File: src/logic/dm_port_defs.svh
// Constants of the data memory bus port: widths and reset and idle values.
`ifndef DM_PORT_DEFS_SVH
`define DM_PORT_DEFS_SVH

// ==========================================================
// Widths
`define DMP_ADDR_W 32
`define DMP_DATA_W 40
`define DMP_BANKS 4
`define DMP_SEL_W 5

// ==========================================================
// Reset and idle values
`define DMP_STROBE_IDLE 1'h1
`define DMP_BANK_IDLE 4'hF
`define DMP_GRANT_IDLE 1'h1
`define DMP_OE_RESET 1'h1

`endif

File: src/logic/dm_port_pkg.sv
// Types of the data memory bus port: sequencer states and the state record.
`default_nettype none
`include "dm_port_defs.svh"

package dm_port_pkg;

	// ==========================================================
	// Sequencer states, one-hot.
	typedef enum logic [3:0] {
		ST_IDLE   = 4'h1,
		ST_ACCESS = 4'h2,
		ST_FLOAT  = 4'h4,
		ST_GRANT  = 4'h8
	} port_state_e;

	// ==========================================================
	// Every flip-flop of the port lives in this record.
	typedef struct packed {
		port_state_e                state;
		logic                       br_s1;
		logic                       br_s2;
		logic [`DMP_ADDR_W-1:0]     addr;
		logic [`DMP_ADDR_W-1:0]     last_addr;
		logic [`DMP_DATA_W-1:0]     wdata;
		logic [`DMP_DATA_W-1:0]     rdata;
		logic                       is_write;
		logic                       rd_n;
		logic                       wr_n;
		logic [`DMP_BANKS-1:0]      bank_n;
		logic                       page;
		logic                       addr_oe;
		logic                       data_oe;
		logic                       ctl_oe;
		logic                       grant_n;
		logic                       busy;
		logic                       done;
	} port_reg_s;

endpackage : dm_port_pkg

`default_nettype wire

File: src/logic/data_memory_bus_port.sv
// Data memory bus port: strobes, wait states, bank and page decode, float and bus grant.
`timescale 1ns/1ns
`default_nettype none
`include "dm_port_defs.svh"

module data_memory_bus_port (
	input  wire logic                   clk,                  // Input clock, 125 MHz.
	input  wire logic                   nrst,                 // Asynchronous reset, low.
	input  wire logic                   core_req,             // Core wants an access, level.
	input  wire logic                   core_write,           // Access is a write.
	input  wire logic [`DMP_ADDR_W-1:0] core_addr,            // Word address.
	input  wire logic [`DMP_DATA_W-1:0] core_wdata,           // Write data, word in 39..8.
	input  wire logic [`DMP_SEL_W-1:0]  page_size_sel,        // Log2 of page size in words.
	input  wire logic [`DMP_SEL_W-1:0]  bank_size_sel,        // Log2 of bank size in words.
	input  wire logic                   data_mem_acknowledge, // Low adds wait states.
	input  wire logic                   data_bus_float_n,     // Low floats the bus during an access.
	input  wire logic                   bus_request_n,        // Asynchronous bus request, low.
	input  wire logic [`DMP_DATA_W-1:0] data_mem_bus_in,      // Data bus input side.
	output logic                        core_busy,            // Port cannot take a request.
	output logic                        core_done,            // Access finished, one cycle.
	output logic [`DMP_DATA_W-1:0]      core_rdata,           // Read data of last read.
	output logic [`DMP_ADDR_W-1:0]      data_mem_addr,        // Address lines.
	output logic                        data_mem_addr_oe,     // Address drive enable.
	output logic [`DMP_DATA_W-1:0]      data_mem_bus_out,     // Data bus output side.
	output logic                        data_mem_bus_oe,      // Data bus drive enable.
	output logic                        data_read_strobe_n,   // Read strobe, low.
	output logic                        data_write_strobe_n,  // Write strobe, low.
	output logic [`DMP_BANKS-1:0]       data_bank_selects_n,  // Bank selects, low.
	output logic                        data_ctl_oe,          // Strobe and select enable.
	output logic                        data_page_cross,      // Page boundary crossed.
	output logic                        bus_grant_n           // Bus grant, low.
);

	// ==========================================================
	// State record and its next value.
	localparam dm_port_pkg::port_reg_s REG_RESET = '{
		state:   dm_port_pkg::ST_IDLE,
		rd_n:    `DMP_STROBE_IDLE,
		wr_n:    `DMP_STROBE_IDLE,
		bank_n:  `DMP_BANK_IDLE,
		grant_n: `DMP_GRANT_IDLE,
		addr_oe: `DMP_OE_RESET,
		ctl_oe:  `DMP_OE_RESET,
		default: '0
	};

	dm_port_pkg::port_reg_s q;
	dm_port_pkg::port_reg_s d;

	logic                    br_sync;
	logic                    accept;
	logic                    finish;
	logic [`DMP_ADDR_W-1:0]  bank_idx;
	logic [1:0]              bank_sel;
	logic [`DMP_BANKS-1:0]   bank_n_new;
	logic                    page_new;

	// ==========================================================
	// Decode helpers.
	// The synchronised request is taken from the second stage only.
	assign br_sync = q.br_s2;

	// A request is taken only in idle and only if no bus request is pending.
	assign accept = (q.state == dm_port_pkg::ST_IDLE) && core_req && !br_sync;

	// An access ends on acknowledge, but not in a cycle where the bus is floated
	// or the drivers are still coming back from a float.
	assign finish = (q.state == dm_port_pkg::ST_ACCESS) && data_mem_acknowledge
		&& data_bus_float_n && q.ctl_oe;

	// Banks above the last one all fall into the last bank, so the upper
	// address space never goes unselected.
	assign bank_idx   = core_addr >> bank_size_sel;
	assign bank_sel   = (|bank_idx[`DMP_ADDR_W-1:2]) ? 2'h3 : bank_idx[1:0];
	assign bank_n_new = ~(4'h1 << bank_sel);

	// Page crossing compares the page of this access with the previous one.
	assign page_new = (core_addr >> page_size_sel) != (q.last_addr >> page_size_sel);

	// ==========================================================
	// Next-state logic.
	always_comb begin
		d       = q;
		d.br_s1 = !bus_request_n;
		d.br_s2 = q.br_s1;
		d.done  = 1'h0;
		unique case (q.state)
			dm_port_pkg::ST_IDLE: begin
				if (br_sync) begin
					// Float first; the grant follows one cycle later.
					d.state   = dm_port_pkg::ST_FLOAT;
					d.addr_oe = 1'h0;
					d.data_oe = 1'h0;
					d.ctl_oe  = 1'h0;
					d.busy    = 1'h1;
				end else if (accept) begin
					d.state     = dm_port_pkg::ST_ACCESS;
					d.addr      = core_addr;
					d.last_addr = core_addr;
					d.wdata     = core_wdata;
					d.is_write  = core_write;
					d.rd_n      = core_write;
					d.wr_n      = !core_write;
					d.bank_n    = bank_n_new;
					d.page      = page_new;
					d.addr_oe   = 1'h1;
					d.ctl_oe    = 1'h1;
					d.data_oe   = core_write;
					d.busy      = 1'h1;
				end else begin
					d.addr_oe = 1'h1;
					d.ctl_oe  = 1'h1;
					d.data_oe = 1'h0;
					d.busy    = 1'h0;
				end
			end
			dm_port_pkg::ST_ACCESS: begin
				if (!data_bus_float_n) begin
					// The access is frozen, not abandoned: strobes and address are
					// kept so that it resumes where it stopped.
					d.addr_oe = 1'h0;
					d.data_oe = 1'h0;
					d.ctl_oe  = 1'h0;
				end else if (finish) begin
					d.done   = 1'h1;
					d.rd_n   = `DMP_STROBE_IDLE;
					d.wr_n   = `DMP_STROBE_IDLE;
					d.bank_n = `DMP_BANK_IDLE;
					d.page   = 1'h0;
					d.data_oe = 1'h0;
					if (!q.is_write) begin
						d.rdata = data_mem_bus_in;
					end
					if (br_sync) begin
						// The cycle in flight has ended; now give up the bus.
						d.state   = dm_port_pkg::ST_FLOAT;
						d.addr_oe = 1'h0;
						d.ctl_oe  = 1'h0;
						d.busy    = 1'h1;
					end else begin
						d.state = dm_port_pkg::ST_IDLE;
						d.busy  = 1'h0;
					end
				end else begin
					// Waiting on acknowledge, or drivers back after a float.
					d.addr_oe = 1'h1;
					d.ctl_oe  = 1'h1;
					d.data_oe = q.is_write;
				end
			end
			dm_port_pkg::ST_FLOAT: begin
				d.grant_n = 1'h0;
				d.state   = dm_port_pkg::ST_GRANT;
			end
			dm_port_pkg::ST_GRANT: begin
				if (!br_sync) begin
					d.grant_n = `DMP_GRANT_IDLE;
					d.state   = dm_port_pkg::ST_IDLE;
					d.addr_oe = 1'h1;
					d.ctl_oe  = 1'h1;
					d.busy    = 1'h0;
				end else begin
					d.grant_n = 1'h0;
				end
			end
			default: begin
				d = REG_RESET;
			end
		endcase
	end

	// ==========================================================
	// State register. The port advances on every rising edge of the free-running
	// input clock, one instruction cycle per period.
	always_ff @(posedge clk or negedge nrst) begin
		if (!nrst) begin
			q <= REG_RESET;
		end else begin
			q <= d;
		end
	end

	// ==========================================================
	// Outputs come straight from the record.
	assign core_busy           = q.busy;
	assign core_done           = q.done;
	assign core_rdata          = q.rdata;
	assign data_mem_addr       = q.addr;
	assign data_mem_addr_oe    = q.addr_oe;
	assign data_mem_bus_out    = q.wdata;
	assign data_mem_bus_oe     = q.data_oe;
	assign data_read_strobe_n  = q.rd_n;
	assign data_write_strobe_n = q.wr_n;
	assign data_bank_selects_n = q.bank_n;
	assign data_ctl_oe         = q.ctl_oe;
	assign data_page_cross     = q.page;
	assign bus_grant_n         = q.grant_n;
endmodule : data_memory_bus_port

`default_nettype wire

File: config.mk
export PLATFORM = sky130hd
export DESIGN_NAME = data_memory_bus_port
export DESIGN_NICKNAME = d
export VERILOG_FILES = /design/src/logic/dm_port_pkg.sv /design/src/logic/data_memory_bus_port.sv
export VERILOG_INCLUDE_DIRS = /design/src /design/src/logic
export SDC_FILE = /design/constraint.sdc
export NUM_CORES = 1
export LEC_CHECK = 0
export ABC_AREA = 1
export BUFFER_PORTS_ARGS = -buffer_cell sky130_fd_sc_hd__buf_4
export CAP_MARGIN = 5
export CORE_ASPECT_RATIO = 0.8
export CORE_MARGIN = 2
export CORE_UTILIZATION = 45
export CTS_CLUSTER_SIZE = 25
export DETAILED_ROUTE_END_ITERATION = 10
export GPL_TIMING_DRIVEN = 0
export PLACE_DENSITY = 0.74
export REMOVE_ABC_BUFFERS = 1
export SLEW_MARGIN = 10
export SYNTH_ARGS = -nofsm -noshare
export SYNTH_HDL_FRONTEND = slang
export SYNTH_SLANG_ARGS = --single-unit
export TNS_END_PERCENT = 1
File: constraint.sdc
create_clock -name clk -period 3.25 [get_ports clk]
set_input_delay 0.65 -clock clk [delete_from_list [all_inputs] [get_ports clk]]
set_output_delay 0.65 -clock clk [all_outputs]
set_load 0.01 [all_outputs]
; ---- Word-level counts from Yosys, hierarchy flattened
; Index checks and enable logic that the tools add are counted.
[totals]
wordCells = 101
ff_bits = 164
out_inout_bits = 125
[op_classes]
n_reduce_logical = 20
bitwise_logic = 5
n_shift = 4
eq_ne = 13
muxes = 41
[op_table]
columns = operator, n
row1 = $mux 104, 2
row2 = $pmux 104 s2, 1
row3 = $mux 40, 3
row4 = $shr 32x5->32, 3
row5 = $pmux 40 s2, 1
row6 = $ne 32x32->1, 1
row7 = $reduce_or 30->1, 1
row8 = $pmux 7 s3, 1
row9 = $mux 4, 5
row10 = $mux 8, 2
row11 = $pmux 4 s4, 1
row12 = $mux 7, 2
row13 = $mux 3, 4
row14 = $ne 2x2->1 const B, 6
row15 = $pmux 1 s4, 3
row16 = $reduce_and 4->1, 3
row17 = $mux 2, 5
row18 = $mux 1, 8
row19 = $pmux 1 s3, 2
row20 = $reduce_and 3->1, 2
row21 = $reduce_or 3->1, 2
row22 = $logic_and 1x1->1, 5
row23 = $reduce_and 5->1, 1
row24 = $eq 4x1->1 const B, 1
row25 = 12 further kinds, 18

; ---- Depth between registers and ports, before layout
[logic_depth]
ltp_word = 8
mapped_depth = 22

; ---- Worst setup path before layout
; No wires, ideal clock.
[synth_timing]
path_kind = input-to-reg
startpoint = input port page_size_sel[2]
endpoint = register q, in the netlist data_page_cross
arrival_ns = 2.087
path_stages = 15
slack_ns = 1.047
required_time_ns = 3.134
setup_ns = 0.116
cell_sequence = buf_2 inv_2 buf_4 clkbuf_1 nand3_1 nand2_1 nand2_1 nand2_1 nand2_1 nor2_1 nand2_1 nor3_1 nand3_1 nand2_1 nand2_1
[synth_via]
elab_chain_cells = 5
elab_cells_between_ends = 6
classes_between = eq/ne: 1 / shift: 2 / mux: 3
[synth_lines]
columns = item, line
row1 = from (decl), data_memory_bus_port.sv:13  ; input wire logic [`DMP_SEL_W-1:0] page_size_sel,
row2 = $shr 32x5->32, data_memory_bus_port.sv:78  ; assign page_new = (core_addr >> page_size_sel) != (q.last_addr >> page_size_sel);
row3 = $ne 32x32->1 (*), data_memory_bus_port.sv:78
row4 = $mux 8 (*), data_memory_bus_port.sv:96  ; end else if (accept) begin
row5 = $mux 8 (*), data_memory_bus_port.sv:89  ; if (br_sync) begin
row6 = $pmux 7 s3 (*), data_memory_bus_port.sv:87  ; unique case (q.state)
row7 = to (signal assigned), data_memory_bus_port.sv:177  ; q <= REG_RESET;
row8 = to (signal assigned), data_memory_bus_port.sv:179  ; q <= d;
row9 = to (decl), data_memory_bus_port.sv:47  ; dm_port_pkg::port_reg_s q;
; Mark *: on every way between the ends. The rest lies on a longest branch, timed or not. The select of a mux whose other input is x is not followed.
; A chain may end at the register's enable or synchronous reset.

; ---- Worst setup path after layout
; Same ends and word-level chain as after synthesis.

==> Flow_metrics.wiki <==
{| class="wikitable"
! Metric !! Value
|-
| Design internal power || 5.621 mW
|-
| Leakage power || 7.654 nW
|-
| Total power after layout || about 10 mW
|-
| Data arrival time of the critical path || 3.40 ns
|-
| End of the critical path || data_page_cross
|-
| Crit Reg-Reg Startpoint || q[160]
|-
| Sequential power share || 26.0%
|-
| Synth Instances || 2010
|-
| Basic-gate share of the synthesized area counting and, or, nand and nor cells || 48.12%
|-
| Number of max-slew violations in the final report || 0
|-
| Minimum clock period || 3.088 ns
|-
| Critical Path Sink Type || register
|-
| Hold-fix buffers at CTS || 0
|-
| Critical-path maximum fanout || 82
|-
| Grt total ovfl || 0
|-
| Endpoints failing setup || 0
|-
| Share of cells above drive strength 1 || 16.80%
|-
| Ranking of synthesized cells by area || sky130_fd_sc_hd__dfrtp_1 25%, sky130_fd_sc_hd__nand2_1 24%, sky130_fd_sc_hd__nand3_1 18%
|-
| Core Util, Final || between 50% and 60%
|-
| Die Y || between 100 and 150 µm
|-
| Peak ir drop on the vdd network || 0.0007114 V
|-
| GRT Total Usage || 28.47%
|-
| Tightest Pin Transition || about 0.89 ns
|-
| Length in cells of the worst reg-to-reg path || 10
|-
| Core Rows || 53
|-
| Share of total power in combinational logic || 51.3%
|-
| Required time at the endpoint of the critical path || 3.56 ns
|-
| Result of the run || complete, no violations
|-
| Iteration-0 DRC Markers || between 1500 and 2000
|-
| Maximum clock frequency || 0.3239 GHz
|-
| Vias per std cell || 5.634
|-
| Fin cells || 2417
|-
| Crit start category || input port
|-
| CTS Root Buffer Type || sky130_fd_sc_hd__clkbuf_16
|-
| Number of synthesized register bits || 131
|-
| Yosys cell types || 35
|-
| Post-DR wirelength/cell || 16.72 µm
|-
| Average cell area after synthesis || 5.963 µm²
|-
| Core Box Area || ~26000 µm²
|-
| Max-slew headroom at the worst pin || between 40% and 50%
|-
| Clock-pin slew on the worst setup and hold paths || 0.06 ns
|-
| Type of the setup path with the least slack || in2reg
|-
| Clock Tree Buf Depth || 2
|-
| Critical Path Start || page_size_sel[2]
|-
| Via count of the first global-routing pass || 11990
|-
| Htree depth || 4
|-
| Net count of the finished layout || about 2200
|-
| Final Hold Violating Endpoints || 0
|-
| R2R Setup Slk || 0.18 ns
|-
| # diodes || 0
|-
| CTS Buf Count || 17
|-
| Yosys warnings || 0
|-
| Number of max-cap violations || 0
|-
| Final setup skew || 0.03036 ns
|-
| Post-route worst hold slack || 0.1662 ns
|-
| Mux share of post-synthesis cell area || 0.1670%
|-
| Initial standard-cell utilization of the core || 45.64%
|-
| DRC viols || 0
|-
| Share of the synthesized area in compound gates (AO/OA/AOI/OAI) || 9.135%
|-
| Endpoint of the most critical register-to-register path || data_mem_bus_out[24]
|-
| Vias after detailed routing || 13620
|-
| Wire length of the first global-routing pass || 64130 µm
|-
| DIE AREA || 27960 µm²
|-
| Final estimated routing congestion in global placement || approximately 0.9
|-
| Total setup buffers inserted after CTS || 0
|-
| Share of the synthesized netlist area taken by xor and xnor gates || 0%
|-
| Dominant register cell in the synthesized netlist || sky130_fd_sc_hd__dfrtp_1
|-
| Num ports || 254
|-
| Largest net degree at the start of global routing || slightly above 80
|-
| Clock sink total || 131
|-
| Period Utilization, post-route || 95.01%
|-
| Antenna violation net count after detailed routing || 0
|-
| Detailed-routing iteration count for the pre-antenna-repair pass || 6
|-
| Total wirelength of the detailed-routed design || 40420 µm
|-
| Fraction of power spent switching nets || 44.25%
|-
| Combinational family with the most area after synthesis || simple AND/OR/NAND/NOR gates
|-
| Clock insertion delay at the later pin of the skew report || around 0.45 ns
|-
| Number of synthesized flops with an enable pin || 0
|-
| Clock Power Share || 22.7%
|-
| Cell area power density || 724.9 nW/µm²
|-
| Antenna violations before repair || 0
|-
| Proportion of netlist area held by the largest area contributor || 25.47%
|-
| Net switching component of the power || between 4 and 5 mW
|-
| Worst min-delay path class || in2async
|-
| Proportion of synthesized chip area in sequential cells || 27.45%
|-
| Post-synthesis adder-cell area fraction || 0%
|-
| Die Span X || 186.5 µm
|-
| Cell taking the most area after synthesis || sky130_fd_sc_hd__dfrtp_1
|-
| Post-synthesis instance area || 11990 µm²
|-
| TritonCTS clock tree || done
|-
| Area growth from synthesis to layout || 16.07%
|-
| Setup repair after global routing missed its margin || no
|-
| Setup TNS after final layout || 0 ns
|-
| DP Wirelength || 28370 µm
|-
| # placed instances || 2385
|-
| Port buffer count || 253
|-
| Proportion of register bits with asynchronous set or reset after synthesis || 100.0%
|}
-- cells by family after synthesis --
group,Yosys count
AOI/OAI and AO/OA,208
buffers and inverters,333
DFF,131
muxes,2
and+or+nand+nor,1336
-- Yosys cell counts, drive strengths merged (2+ instances only) --
cell      n
nand3b    3
dfrtp   122
nand3   449
inv      84
o211ai   10
nor3      6
nand4    36
buf     201
and2      3
a21oi    21
a21boi    4
dfstp     9
mux2i     2
o21ai   169
clkbuf   48
nor2     63
nand2   770
or2       5
-- power by group through the flow --
stage	Combinational (mW)	Clock [mW]	Sequential, mW
final	5.18	2.29	2.62
after global routing	5.69	2.40	2.68
after CTS	5.14	2.33	2.61
after detailed placement	5.13	0	2.63
after global placement	4.29	0	2.60
after floorplan	2.41	0	2.76
-- worst max-delay path, stage by stage --
cell                      delay [ns]
sky130_fd_sc_hd__buf_4          0.60
sky130_fd_sc_hd__inv_4          0.51
sky130_fd_sc_hd__nand3_1        0.32
sky130_fd_sc_hd__nand3_1        0.21
sky130_fd_sc_hd__nand3_1        0.22
sky130_fd_sc_hd__nand2_1        0.07
sky130_fd_sc_hd__nand3_1        0.06
sky130_fd_sc_hd__nand2_1        0.06
sky130_fd_sc_hd__nor2_1         0.10
sky130_fd_sc_hd__nand2_1        0.07
sky130_fd_sc_hd__nor2_1         0.13
sky130_fd_sc_hd__nand3_1        0.16
sky130_fd_sc_hd__nand2_1        0.10
sky130_fd_sc_hd__nand2_1        0.05
-- area by class of cell --
| class | instances | area (µm²) |
|---|---|---|
| sequential | 131 | 3289 |
| timing repair buffer | 267 | 2233 |
| clock inverter | 14 | 245.2 |
| multi-input combinational | 1546 | 6929 |
| tap | 357 | 446.7 |
| clock buffer | 18 | 439.2 |
| fill | 2643 | 12350 |
| inverter | 84 | 327.8 |
-- metal layers --
metal | wire (µm) | vias up | GRT usage [%] | part of all wire, %
met4 | 963 | 0 | 8.810 | 2.4
met5 | 0 | - | 0 | 0
met3 | 4115 | 75 | 6.496 | 10
met2 | 17390 | 744 | 43.10 | 43
met1 | 17960 | 6207 | 40.32 | 44
li1 | - | 6592 | - | -
-- flip-flops by register name, indices dropped and copies added (netlist names) --
register,flops
br_sync,1
core_rdata,40
data_mem_bus_oe,1
core_done,1
data_mem_addr_oe,1
data_mem_bus_out,40
core_busy,1
data_read_strobe_n,1
q,38
data_bank_selects_n,4
data_write_strobe_n,1
bus_grant_n,1
data_page_cross,1
-- through the flow --
step | area [µm²] | setup slack (ns)
after CTS | 13900 | 0.1758
after detailed placement | 13210 | -0.5733
after floorplan | 10490 | -3.400
after global placement | 12830 | -10.12
after global routing | 13910 | 0.01777
final | 13910 | 0.1622
-- how the worst min path moves through the flow --
| stage | endpoint | startpoint |
|---|---|---|
| 2_1_floorplan | br_sync | nrst |
| 3_3_place_gp | data_page_cross | data_page_cross |
| 3_5_place_dp | data_page_cross | data_page_cross |
| 4_1_cts | q[96] | nrst |
| 5_1_grt | data_mem_bus_out[11] | nrst |
| 6_report | data_mem_bus_out[22] | nrst |
-- placed cells by master (no fill, tap or decap), types with 3 or more instances in the layout --
cell                          n
sky130_fd_sc_hd__a21oi_1     19
sky130_fd_sc_hd__and2_1       3
sky130_fd_sc_hd__buf_12       5
sky130_fd_sc_hd__buf_16       7
sky130_fd_sc_hd__buf_4      250
sky130_fd_sc_hd__buf_6        3
sky130_fd_sc_hd__bufinv_16    6
sky130_fd_sc_hd__clkbuf_16   17
sky130_fd_sc_hd__dfrtp_1    122
sky130_fd_sc_hd__dfstp_2      9
sky130_fd_sc_hd__inv_1       74
sky130_fd_sc_hd__inv_2        5
sky130_fd_sc_hd__inv_4        5
sky130_fd_sc_hd__inv_6        4
sky130_fd_sc_hd__nand2_1    763
sky130_fd_sc_hd__nand2_2      7
sky130_fd_sc_hd__nand3_1    443
sky130_fd_sc_hd__nand3_2      6
sky130_fd_sc_hd__nand3b_1     3
sky130_fd_sc_hd__nand4_1     36
sky130_fd_sc_hd__nor2_1      57
sky130_fd_sc_hd__nor2_4       4
sky130_fd_sc_hd__nor3_1       5
sky130_fd_sc_hd__o211ai_1    10
sky130_fd_sc_hd__o21ai_0    158
sky130_fd_sc_hd__o21ai_1     10
sky130_fd_sc_hd__or2_2        5
-- timing repair --
action                                  4_1_cts  5_1_grt
endpoints found under the setup margin        1        1
endpoints found under the hold margin         0        0
pin swaps                                     0        0
gates resized for setup                       2        3
Power figures use the tool's default switching activity.
